--- config.mk ---
export PLATFORM = sky130hd
export DESIGN_NAME = lms_core
export DESIGN_NICKNAME = d
export VERILOG_FILES = /design/src/include/lms_pkg.sv /design/src/include/lms_irq_if.sv /design/src/lms_irq_gate.sv /design/src/lms_core.sv
export SDC_FILE = /design/constraint.sdc
export NUM_CORES = 1
export LEC_CHECK = 0
export BUFFER_PORTS_ARGS = -buffer_cell sky130_fd_sc_hd__buf_4
export CORE_AREA = 2 2 97 99
export CTS_CLUSTER_SIZE = 24
export DETAILED_ROUTE_END_ITERATION = 10
export DIE_AREA = 0 0 99 101
export PLACE_DENSITY_LB_ADDON = 0.3
export SKIP_CTS_REPAIR_TIMING = 1
export SYNTH_ARGS = -nofsm -noshare
export SYNTH_HDL_FRONTEND = slang
export SYNTH_SLANG_ARGS = --single-unit
--- constraint.sdc ---
create_clock -name clk -period 3.96 [get_ports clk]
set_input_delay 0.396 -clock clk [delete_from_list [all_inputs] [get_ports clk]]
set_output_delay 0.396 -clock clk [all_outputs]
set_load 0.02 [all_outputs]
--- src/include/lms_pkg.sv ---
/*
  Constants, field layouts and operation codes shared by the long-mode
  system structure checker and its interrupt priority gate.
  Assumes one core clock and that every request arrives on that clock.
*/
package lms_pkg;
  // task priority
  localparam int         TPR_W      = 4;
  localparam logic [3:0] TPR_RST    = 4'h0;
  localparam logic [3:0] PRIO_MIN   = 4'h1;
  // table entry, gate and pseudo-descriptor sizes in bytes
  localparam logic [4:0] IDT_ENT_LNG = 5'h10;
  localparam logic [4:0] IDT_ENT_LEG = 5'h08;
  localparam logic [4:0] GATE_LNG    = 5'h10;
  localparam logic [4:0] GATE_LEG    = 5'h08;
  localparam logic [4:0] PSD_LNG     = 5'h0A;
  localparam logic [4:0] PSD_LEG     = 5'h06;
  localparam logic [4:0] SYS_ENT_LNG = 5'h10;
  localparam logic [4:0] SYS_ENT_LEG = 5'h08;
  // stack push widths and table base widths in bytes
  localparam logic [3:0] PUSH_LNG    = 4'h8;
  localparam logic [3:0] PUSH_LEG    = 4'h4;
  localparam logic [3:0] BASE_LNG    = 4'h8;
  localparam logic [3:0] BASE_LEG    = 4'h4;
  // descriptor index scaling as left shifts
  localparam int         IDX_SH_LNG  = 4;
  localparam int         IDX_SH_LEG  = 3;
  // system descriptor types
  localparam logic [3:0] TSS64_AVAIL = 4'h9;
  // task state segment byte offsets
  localparam logic [6:0] TSS_SP0     = 7'h04;
  localparam logic [6:0] TSS_IST1    = 7'h24;
  localparam logic [6:0] TSS_IOMAP   = 7'h66;
  localparam logic [6:0] TSS_STRIDE  = 7'h08;
  localparam logic [3:0] TSS_SEL_IST = 4'h3;
  localparam logic [3:0] TSS_SEL_IO  = 4'hA;
  // segment masks, bit order es cs ss ds fs gs
  localparam logic [5:0] SEG_ALL     = 6'h3F;
  localparam logic [5:0] SEG_BASE64  = 6'h0F;
  localparam logic [5:0] SEG_ATTR64  = 6'h39;
  localparam logic [5:0] SEG_NONE    = 6'h00;
  localparam logic [2:0] PAGE_LVL_LNG = 3'h4;
  localparam logic [2:0] PAGE_LVL_LEG = 3'h2;
  // operations presented by the core
  typedef enum logic [3:0] {
    OP_NONE     = 4'h0,
    OP_TASK_SW  = 4'h1,
    OP_TASK_GT  = 4'h2,
    OP_CGATE16  = 4'h3,
    OP_CGATE32  = 4'h4,
    OP_LOAD_TR  = 4'h5,
    OP_LOAD_LDT = 4'h6,
    OP_LOAD_GDT = 4'h7,
    OP_LOAD_IDT = 4'h8,
    OP_ENT_REAL = 4'h9,
    OP_ENT_V86  = 4'hA,
    OP_INT_ENT  = 4'hB,
    OP_WR_TPR   = 4'hC,
    OP_RD_TPR   = 4'hD
  } lms_op_type;
endpackage : lms_pkg

--- src/include/lms_irq_if.sv ---
/*
  Carrier between the checker and its interrupt priority gate.
  Assumes both ends sit on the same core clock.
*/
`timescale 1ns/10ps
interface lms_irq_if;
  logic [3:0] task_priority_reg;
  logic       req;
  logic [3:0] cls;
  logic [7:0] vec;
  logic       deliver;
  logic [7:0] dvec;
  logic       pending;
  modport core (output task_priority_reg, req, cls, vec, input deliver, dvec, pending);
  modport gate (input task_priority_reg, req, cls, vec, output deliver, dvec, pending);
endinterface : lms_irq_if

--- src/lms_irq_gate.sv ---
/*
  Holds one external interrupt and lets it out once its class beats the
  task priority. Assumes requests come from logic on the core clock.
*/
`timescale 1ns/10ps
module lms_irq_gate import lms_pkg::*; (
  // clock and reset
  input wire logic clk,
  input wire logic rst_n,
  // link to the checker
  lms_irq_if.gate  gif
);
  logic       pend_q;
  logic [3:0] cls_q;
  logic [7:0] vec_q;
  logic       take;

  // -------------------------------------------------------------
  // priority compare
  // -------------------------------------------------------------
  // class 0 is not a class and is never taken
  assign take        = gif.req && (gif.cls >= PRIO_MIN) && (!pend_q || gif.deliver);
  // held while class is not above the priority
  assign gif.deliver = pend_q && (cls_q > gif.task_priority_reg);
  assign gif.dvec    = vec_q;
  assign gif.pending = pend_q;

  // capture wins over the clear of a delivered one
  always_ff @(posedge clk) begin
    if (!rst_n) begin
      pend_q <= 1'b0;
      cls_q  <= 4'h0;
      vec_q  <= 8'h00;
    end else if (take) begin
      pend_q <= 1'b1;
      cls_q  <= gif.cls;
      vec_q  <= gif.vec;
    end else if (gif.deliver) begin
      pend_q <= 1'b0;
    end
  end

  // -------------------------------------------------------------
  // checks
  // -------------------------------------------------------------
  property p_gate_hold;
    @(posedge clk) disable iff (!rst_n)
      pend_q && (cls_q <= gif.task_priority_reg) |-> !gif.deliver ##1 pend_q;
  endproperty
  a_gate_hold : assert property (p_gate_hold) else $error("low class let out");
  property p_gate_class;
    @(posedge clk) disable iff (!rst_n)
      gif.deliver |-> cls_q >= PRIO_MIN;
  endproperty
  a_gate_class : assert property (p_gate_class) else $error("class 0 delivered");
endmodule : lms_irq_gate

--- src/lms_core.sv ---
/*
  Long-mode system structure checker: task priority register, refusal of
  hardware task switching and task gates, and the long-mode sizes for
  descriptors, gates, stack pushes, paging and segment use.
  Assumes the decoder presents one operation per cycle on the core clock,
  and that mode inputs come from control registers on that clock.
*/
`timescale 1ns/10ps
module lms_core import lms_pkg::*; (
  // clock and reset
  input  wire logic        clk,
  input  wire logic        rst_n,
  // operating mode
  input  wire logic        long_active,
  input  wire logic        code64,
  input  wire logic        pae_en,
  // operation request
  input  wire logic        op_valid,
  input  wire lms_op_type  op_code,
  input  wire logic        op_rex,
  input  wire logic [3:0]  op_desc_type,
  input  wire logic [7:0]  op_vector,
  input  wire logic        op_pl_change,
  input  wire logic [3:0]  op_tss_sel,
  input  wire logic [63:0] op_wdata,
  // operation answer
  output logic             op_done,
  output logic             op_gp,
  output logic [63:0]      op_rdata,
  output logic [4:0]       op_mem_bytes,
  output logic [11:0]      op_idt_off,
  output logic [3:0]       op_push_bytes,
  output logic             op_push_ss,
  output logic             op_ss_null,
  output logic [3:0]       op_base_bytes,
  output logic [6:0]       op_tss_off,
  // external interrupts
  input  wire logic        ext_irq_req,
  input  wire logic [3:0]  ext_irq_class,
  input  wire logic [7:0]  ext_irq_vec,
  output logic             irq_deliver,
  output logic [7:0]       irq_vec,
  output logic             irq_pending,
  // mode status
  output logic [3:0]       tpr_value,
  output logic [2:0]       page_levels,
  output logic             va64,
  output logic             pae_fault,
  output logic [5:0]       seg_base_ign,
  output logic [5:0]       seg_lim_ign,
  output logic [5:0]       seg_attr_ign,
  output logic [5:0]       seg_pfx_ign
);

  // -------------------------------------------------------------
  // helpers
  // -------------------------------------------------------------
  // byte offset of a task state segment field
  function automatic logic [6:0] tss_field_off(input logic [3:0] sel);
    logic [6:0] idx;
    idx = {3'h0, sel};
    if (sel < TSS_SEL_IST)
      return 7'(TSS_SP0 + idx * TSS_STRIDE);
    else if (sel < TSS_SEL_IO)
      return 7'(TSS_IST1 + (idx - {3'h0, TSS_SEL_IST}) * TSS_STRIDE);
    else
      return TSS_IOMAP;
  endfunction : tss_field_off

  // pick the long-mode or legacy size
  function automatic logic [4:0] size_pick(input logic lng,
                                           input logic [4:0] a,
                                           input logic [4:0] b);
    return lng ? a : b;
  endfunction : size_pick

  // -------------------------------------------------------------
  // mode decode
  // -------------------------------------------------------------
  wire m64    = long_active && code64;
  wire lm     = long_active;
  wire is_tpr = (op_code == OP_WR_TPR) || (op_code == OP_RD_TPR);
  wire tpr_ok = m64 && op_rex;
  wire wr_bad = |op_wdata[63:TPR_W];
  wire is_int = (op_code == OP_INT_ENT);
  wire is_cg  = (op_code == OP_CGATE32);
  wire is_psd = (op_code == OP_LOAD_GDT) || (op_code == OP_LOAD_IDT);
  wire is_sys = (op_code == OP_LOAD_LDT) || (op_code == OP_LOAD_TR);

  // -------------------------------------------------------------
  // fault decode
  // -------------------------------------------------------------
  // compatibility mode is inside long mode, so lm covers it too
  wire gp_task = lm && (op_code == OP_TASK_SW);
  wire gp_gate = lm && (op_code == OP_TASK_GT);
  wire gp_cg16 = lm && (op_code == OP_CGATE16);
  wire gp_mode = lm && ((op_code == OP_ENT_REAL) || (op_code == OP_ENT_V86));
  // only a 64-bit tss, and only loaded from 64-bit code
  wire gp_ltr  = lm && (op_code == OP_LOAD_TR)
                 && (!code64 || (op_desc_type != TSS64_AVAIL));
  // reserved high bits must be zero on write
  wire gp_tpr  = is_tpr && (!tpr_ok || ((op_code == OP_WR_TPR) && wr_bad));
  wire gp_any  = gp_task || gp_gate || gp_cg16 || gp_mode || gp_ltr || gp_tpr;
  wire tpr_we  = op_valid && (op_code == OP_WR_TPR) && !gp_tpr;

  // -------------------------------------------------------------
  // size and frame decode
  // -------------------------------------------------------------
  // pseudo-descriptor and system entry sizes follow 64-bit code only
  wire [4:0] psd_sz  = size_pick(m64, PSD_LNG, PSD_LEG);
  wire [4:0] sys_sz  = size_pick(m64, SYS_ENT_LNG, SYS_ENT_LEG);
  wire [4:0] idt_sz  = size_pick(lm, IDT_ENT_LNG, IDT_ENT_LEG);
  wire [4:0] gate_sz = size_pick(lm, GATE_LNG, GATE_LEG);
  wire [4:0] mem_sz  = is_psd ? psd_sz :
                       is_sys ? sys_sz :
                       is_int ? idt_sz :
                       is_cg  ? gate_sz : 5'h00;
  // vector scaled by entry size
  wire [11:0] idx_lng = 12'({4'h0, op_vector} << IDX_SH_LNG);
  wire [11:0] idx_leg = 12'({4'h0, op_vector} << IDX_SH_LEG);
  wire [11:0] idt_off = !is_int ? 12'h000 : (lm ? idx_lng : idx_leg);
  wire        frame   = is_int || is_cg;
  wire [3:0]  push_sz = !frame ? 4'h0 : (lm ? PUSH_LNG : PUSH_LEG);
  // interrupts push the stack pointer always in long mode; gates, and legacy interrupts, only on a level change
  wire        push_ss = (is_int && lm) || (frame && op_pl_change);
  // in long mode a level change makes the new stack segment null, never read from the stack table
  wire        ss_null = lm && frame && op_pl_change;
  wire        ld_base = is_psd || is_sys;
  wire [3:0]  base_sz = !ld_base ? 4'h0 : (lm ? BASE_LNG : BASE_LEG);
  wire [6:0]  tss_off = tss_field_off(op_tss_sel);

  // -------------------------------------------------------------
  // answer registers
  // -------------------------------------------------------------
  logic        done_q;
  logic        gp_q;
  logic [63:0] rdata_q;
  logic [4:0]  mem_q;
  logic [11:0] idt_q;
  logic [3:0]  push_q;
  logic        pss_q;
  logic        ssn_q;
  logic [3:0]  base_q;
  logic [6:0]  tss_q;
  logic [3:0]  tpr_q;
  logic [3:0]  tpr_d;
  logic [63:0] rd_val;

  // read value is the held priority, upper bits zero
  assign rd_val = {{(64 - TPR_W){1'b0}}, tpr_q};
  assign tpr_d = tpr_we ? op_wdata[TPR_W-1:0] : tpr_q;

  // task priority, four bits held, upper bits read zero
  always_ff @(posedge clk) begin
    if (!rst_n) begin
      tpr_q <= TPR_RST;
    end else begin
      tpr_q <= tpr_d;
    end
  end

  // one answer per request, one cycle later
  always_ff @(posedge clk) begin
    if (!rst_n) begin
      done_q  <= 1'b0;
      gp_q    <= 1'b0;
      rdata_q <= 64'h0000_0000_0000_0000;
      mem_q   <= 5'h00;
      idt_q   <= 12'h000;
      push_q  <= 4'h0;
      pss_q   <= 1'b0;
      ssn_q   <= 1'b0;
      base_q  <= 4'h0;
      tss_q   <= 7'h00;
    end else begin
      done_q  <= op_valid;
      gp_q    <= op_valid && gp_any;
      rdata_q <= (op_valid && (op_code == OP_RD_TPR) && tpr_ok) ? rd_val : 64'h0;
      mem_q   <= op_valid ? mem_sz : 5'h00;
      idt_q   <= op_valid ? idt_off : 12'h000;
      push_q  <= op_valid ? push_sz : 4'h0;
      pss_q   <= op_valid && push_ss;
      ssn_q   <= op_valid && ss_null;
      base_q  <= op_valid ? base_sz : 4'h0;
      tss_q   <= op_valid ? tss_off : 7'h00;
    end
  end

  // -------------------------------------------------------------
  // mode status registers
  // -------------------------------------------------------------
  logic [2:0] lvl_q;
  logic       va64_q;
  logic       paef_q;
  logic [5:0] sbase_q;
  logic [5:0] slim_q;
  logic [5:0] sattr_q;
  logic [5:0] spfx_q;

  // status lags the mode inputs by one cycle
  always_ff @(posedge clk) begin
    if (!rst_n) begin
      lvl_q   <= PAGE_LVL_LEG;
      va64_q  <= 1'b0;
      paef_q  <= 1'b0;
      sbase_q <= SEG_NONE;
      slim_q  <= SEG_NONE;
      sattr_q <= SEG_NONE;
      spfx_q  <= SEG_NONE;
    end else begin
      lvl_q   <= lm ? PAGE_LVL_LNG : PAGE_LVL_LEG;
      va64_q  <= m64;
      paef_q  <= lm && !pae_en;
      sbase_q <= m64 ? SEG_BASE64 : SEG_NONE;
      slim_q  <= m64 ? SEG_ALL : SEG_NONE;
      sattr_q <= m64 ? SEG_ATTR64 : SEG_NONE;
      spfx_q  <= m64 ? SEG_BASE64 : SEG_NONE;
    end
  end

  // -------------------------------------------------------------
  // interrupt priority gate
  // -------------------------------------------------------------
  lms_irq_if irq_bus ();

  assign irq_bus.task_priority_reg = tpr_q;
  assign irq_bus.req = ext_irq_req;
  assign irq_bus.cls = ext_irq_class;
  assign irq_bus.vec = ext_irq_vec;

  lms_irq_gate u_gate (
    .clk   (clk),
    .rst_n (rst_n),
    .gif   (irq_bus)
  );

  // -------------------------------------------------------------
  // outputs
  // -------------------------------------------------------------
  assign op_done       = done_q;
  assign op_gp         = gp_q;
  assign op_rdata      = rdata_q;
  assign op_mem_bytes  = mem_q;
  assign op_idt_off    = idt_q;
  assign op_push_bytes = push_q;
  assign op_push_ss    = pss_q;
  assign op_ss_null    = ssn_q;
  assign op_base_bytes = base_q;
  assign op_tss_off    = tss_q;
  assign irq_deliver   = irq_bus.deliver;
  assign irq_vec       = irq_bus.dvec;
  assign irq_pending   = irq_bus.pending;
  assign tpr_value     = tpr_q;
  assign page_levels   = lvl_q;
  assign va64          = va64_q;
  assign pae_fault     = paef_q;
  assign seg_base_ign  = sbase_q;
  assign seg_lim_ign   = slim_q;
  assign seg_attr_ign  = sattr_q;
  assign seg_pfx_ign   = spfx_q;

  // -------------------------------------------------------------
  // checks
  // -------------------------------------------------------------
  property p_tpr_write;
    @(posedge clk) disable iff (!rst_n)
      op_valid && op_code == OP_WR_TPR && m64 && op_rex && !wr_bad
      |=> tpr_value == $past(op_wdata[3:0]) && !op_gp;
  endproperty
  a_tpr_write : assert property (p_tpr_write) else $error("priority not stored");

  property p_tpr_gate;
    @(posedge clk) disable iff (!rst_n)
      op_valid && is_tpr && !(m64 && op_rex)
      |=> op_gp && $stable(tpr_value) && op_rdata == 64'h0;
  endproperty
  a_tpr_gate : assert property (p_tpr_gate) else $error("priority reached outside 64-bit");

  property p_no_task_sw;
    @(posedge clk) disable iff (!rst_n)
      op_valid && long_active && op_code == OP_TASK_SW |=> op_gp && op_done;
  endproperty
  a_no_task_sw : assert property (p_no_task_sw) else $error("task switch allowed");

  property p_ltr_type;
    @(posedge clk) disable iff (!rst_n)
      op_valid && long_active && op_code == OP_LOAD_TR
      && (op_desc_type != TSS64_AVAIL || !code64) |=> op_gp;
  endproperty
  a_ltr_type : assert property (p_ltr_type) else $error("bad task segment load");

  property p_task_gate;
    @(posedge clk) disable iff (!rst_n)
      op_valid && long_active && op_code == OP_TASK_GT |=> op_gp;
  endproperty
  a_task_gate : assert property (p_task_gate) else $error("task gate not faulted");

  property p_tss_off;
    @(posedge clk) disable iff (!rst_n)
      op_valid && op_tss_sel == 4'h2 |=> op_tss_off == 7'h14;
  endproperty
  a_tss_off : assert property (p_tss_off) else $error("stack pointer offset wrong");

  property p_no_real;
    @(posedge clk) disable iff (!rst_n)
      op_valid && long_active && (op_code == OP_ENT_REAL || op_code == OP_ENT_V86)
      |=> op_gp;
  endproperty
  a_no_real : assert property (p_no_real) else $error("legacy mode entered");

  property p_paging;
    @(posedge clk) disable iff (!rst_n)
      long_active && !pae_en
      |=> pae_fault && va64 == $past(code64) && page_levels == 3'h4;
  endproperty
  a_paging : assert property (p_paging) else $error("paging status wrong");

  property p_seg_ign;
    @(posedge clk) disable iff (!rst_n)
      long_active && code64 |=> seg_lim_ign == 6'h3F && seg_attr_ign == 6'h39
      && seg_base_ign == 6'h0F;
  endproperty
  a_seg_ign : assert property (p_seg_ign) else $error("segment ignore wrong");

  property p_int_frame;
    @(posedge clk) disable iff (!rst_n)
      op_valid && long_active && op_code == OP_INT_ENT
      |=> op_push_bytes == 4'h8 && op_push_ss && op_mem_bytes == 5'h10
      && op_idt_off == {$past(op_vector), 4'h0};
  endproperty
  a_int_frame : assert property (p_int_frame) else $error("long interrupt frame wrong");

  property p_ss_null;
    @(posedge clk) disable iff (!rst_n)
      op_valid && long_active && op_pl_change && op_code == OP_CGATE32
      |=> op_ss_null && op_mem_bytes == 5'h10 && !op_gp;
  endproperty
  a_ss_null : assert property (p_ss_null) else $error("gate stack switch wrong");

  property p_cgate16;
    @(posedge clk) disable iff (!rst_n)
      op_valid && long_active && op_code == OP_CGATE16 |=> op_gp;
  endproperty
  a_cgate16 : assert property (p_cgate16) else $error("16-bit gate accepted");

  property p_psd;
    @(posedge clk) disable iff (!rst_n)
      op_valid && long_active && code64 && op_code == OP_LOAD_GDT
      |=> op_mem_bytes == 5'h0A && op_base_bytes == 4'h8;
  endproperty
  a_psd : assert property (p_psd) else $error("pseudo-descriptor size wrong");

  property p_sys_compat;
    @(posedge clk) disable iff (!rst_n)
      op_valid && long_active && !code64 && op_code == OP_LOAD_LDT
      |=> op_mem_bytes == 5'h08 && op_base_bytes == 4'h8;
  endproperty
  a_sys_compat : assert property (p_sys_compat) else $error("compat entry size wrong");

  c_int_long  : cover property (@(posedge clk) op_valid && long_active && is_int);
  c_tpr_write : cover property (@(posedge clk) tpr_we ##1 irq_deliver);
  c_gp_gate   : cover property (@(posedge clk) op_gp ##1 op_done);
  c_irq_held  : cover property (@(posedge clk) irq_pending && !irq_deliver ##1 irq_deliver);

endmodule : lms_core

==> results.md <==
* Ports at 248
* Startpoint Class: flop
* Layout cell share with drive strength beyond 1 at 37.5%
* Crit path buf inv count at 2
* Fin. Hold Viols at 0
* Syn. warnings at 0
* Total CTS buffers at 5
* HP Class: primary input to flop
* Syn-to-layout area delta at 37.0%
* Synth Instances at 342
* Max Freq at 443 MHz
* Vias in the first global route at 2251
* Critical path type: flop to primary output
* Slowest-stage cell, CP: dfxtp_1
* Final worst clock skew at 0.00714 ns
* Finished Layout Cells at 602
* Synth area leader: dfxtp_1
* Standard-cell rows at 35
* Ys flop type: dfxtp_1
* Post-synth top cells: buf_4, dfxtp_1, nand2_1, mux2i_1, nor2_1
* CTS H-Tree Depth at 2
* Worst Tran Pin Value at 0.531 ns
* Most frequent cell after synthesis: buf_4
* Initial DRC count at 33
* CP endpoint kind: primary output
* Pwr Total at 1.25 mW
* Top Metal Used: met4
* Post-route ant nets at 0
* Total congestion overflow at 0
* Core area at 8980 um2
* Worst-case vdd ir drop at 0.143 mV
* CTS Root Cell: clkbuf_8
* Netlist Area Pre-Place at 2910 um2
* Port bufs at 171
* Reg clk slew, reported paths at 0.09 ns
* Post-Syn Area per Cell at 8.50 um2
* Max clock buf depth at 2
* Yosys top cell area share at 35.8%
* Pre-antenna DRT Iters at 5
* Largest net degree at the start of global routing at 37
* CP cell instances: inv_1, ha_1, nor2b_1, o211ai_1, a21oi_1, and2_1, buf_4
* First-pass GRT wire length at 11.5 mm
* Crit path max fanout at 4
* Clock latency on the worst-skew pair at 0.30 ns
* Final #Nets at 600
* RSZ-0062 raised after global routing: false
* Setup Viol. Count Final at 0
* Initial Util at 32.4%
* Yosys cell types at 39
* WL met1 at 3.38 mm
* CTS tree: built
* LEAKAGE at 2.01 nW
* Power Dens Cells at 314 nW/um2
* Die Span X at 99 um
* Initial antenna violation count at 0
* #FFs+latches synth at 52
* Dpl hpwl at 6.31 mm
* EDFF count, synth at 0
* Placer Congestion at 0.826
* DRC viols at 0
* Max stage delay on crit path at 0.41 ns
* Hold Slack at 0.243 ns
* DIE HEIGHT at 101 um
* GRT Total Usage at 14.4%
* Seq/Total Area, Yosys at 35.8%
* Total vias in the final route at 2538
* Maxcap violations at 0
* Synth async-reset ratio at 0%
* Tmin final at 2.26 ns
* Relative slew slack at 64.6%
* DR WL/cell at 12.8 um
* Crit path DAT at 1.86 ns
* Metal2 WL at 3.67 mm
* Max Slew Vio Count at 0
* Placed cells at 594
* Status: completed
* Crit-path leading delay family: flip-flops
* Drt via density at 4.22
* CTS sink cnt at 52
* Total Wirelength at 7.70 mm
* N_diodes at 0
* Die area at 10000 um2
* Setup TNS at 0 ns
* Synth area leaders: dfxtp_1, buf_4, mux2i_1, nand2_1, nor4_1
* Required time of the critical path at 3.56 ns
* Final period util at 57.0%
* WL met3 at 560 um
-- flip-flops by register name, summed over array words and instances (netlist names), 2 cells and up --
name / flops
op_tss_off: 6
op_rdata: 4
u_gate.cls_q: 4
page_levels: 2
op_idt_off: 9
u_gate.gif.dvec: 8
op_base_bytes: 2
tpr_value: 4
op_mem_bytes: 4
op_push_bytes: 2
-- path summary, 6_finish.rpt --
| path | start | to | slack [ns] | depth (start not counted) |
|---|---|---|---|---|
| setup / recovery | tpr_value[1] | irq_deliver | 1.70 | 7 |
| setup reg to reg | tpr_value[1] | u_gate.gif.dvec[7] | 1.98 | 7 |
| hold / removal | pae_en | pae_fault | 0.24 | 2 |
| hold reg to reg | u_gate.gif.dvec[2] | u_gate.gif.dvec[2] | 0.47 | 2 |
-- placed cells by master, fill, tap and decap left out --
cell type | netlist | final
o211ai_1 | 2 | 2
nor4_1 | 14 | 14
inv_1 | 8 | 8
nor2_1 | 21 | 21
o22ai_1 | 2 | 2
and3_1 | 5 | 5
nor3_1 | 6 | 6
a31o_2 | 1 | 1
nor4bb_1 | 1 | 1
a21oi_1 | 15 | 15
conb_1 | 1 | 76
o21ai_0 | 6 | 6
o32a_1 | 1 | 1
nor3b_1 | 1 | 1
a21boi_0 | 1 | 1
a211oi_1 | 1 | 1
nor4_2 | 2 | 2
a21o_1 | 1 | 1
clkbuf_8 | 0 | 7
nand2_1 | 40 | 40
buf_4 | 94 | 171
a21bo_2 | 1 | 1
nand2b_1 | 4 | 4
bufinv_16 | 0 | 1
nor2b_1 | 2 | 2
a31oi_1 | 1 | 1
xnor2_1 | 1 | 1
and4b_1 | 1 | 1
o41ai_1 | 1 | 1
dfxtp_1 | 52 | 52
mux2i_1 | 21 | 21
nand3_1 | 2 | 2
ha_1 | 5 | 5
and4_1 | 2 | 2
and2_1 | 8 | 8
nand3b_1 | 3 | 3
nand4_1 | 3 | 3
o21ba_2 | 1 | 1
-- layer usage --
layer / up-vias / global-route usage, %
met5: - / 0
met4: 0 / 3.90
met3: 11 / 2.77
met2: 125 / 23.9
met1: 1131 / 19.1
li1: 1271 / -
-- layout make-up --
cell class / instances / area (um2)
fillers: 900 / 4990
multi-input cells: 252 / 1360
repair buffers: 171 / 1280
flip-flops and latches: 52 / 1040
well taps: 111 / 139
clock buffers: 7 / 96.3
clock inverters: 1 / 30.0
inverters: 8 / 30.0
-- where the power goes --
group | total [mW] | leakage [nW] | internal (mW) | switching (mW)
Sequential | 0.550 | 0.424 | 0.541 | 0.00935
Combinational | 0.304 | 1.52 | 0.129 | 0.175
Clock | 0.394 | 0.0645 | 0.223 | 0.171
-- cell families (layout without fill, tap and decap cells) --
kind of cell | after synthesis | after routing | synth area share (%)
xor+xnor | 1 | 1 | 0.301
compound gates | 34 | 34 | 7.19
mux | 21 | 21 | 7.23
other cells | 1 | 76 | 0.129
simple gates | 115 | 115 | 20.2
fa+ha+maj | 5 | 5 | 2.15
buf+inv | 113 | 187 | 27.0
flops | 52 | 52 | 35.8
-- stage by stage --
stage | setup WS [ns] | cell area [um2] | util [%]
after floorplan | 2.09 | 3190 | -
final | 1.70 | 3980 | 44.4
after global placement | 1.92 | 3860 | 43.0
after global routing | 1.63 | 3980 | 44.4
after detailed placement | 1.90 | 3860 | 43.0
after CTS | 1.69 | 3980 | 44.4
No activity file was read; power rests on OpenSTA's default activity.
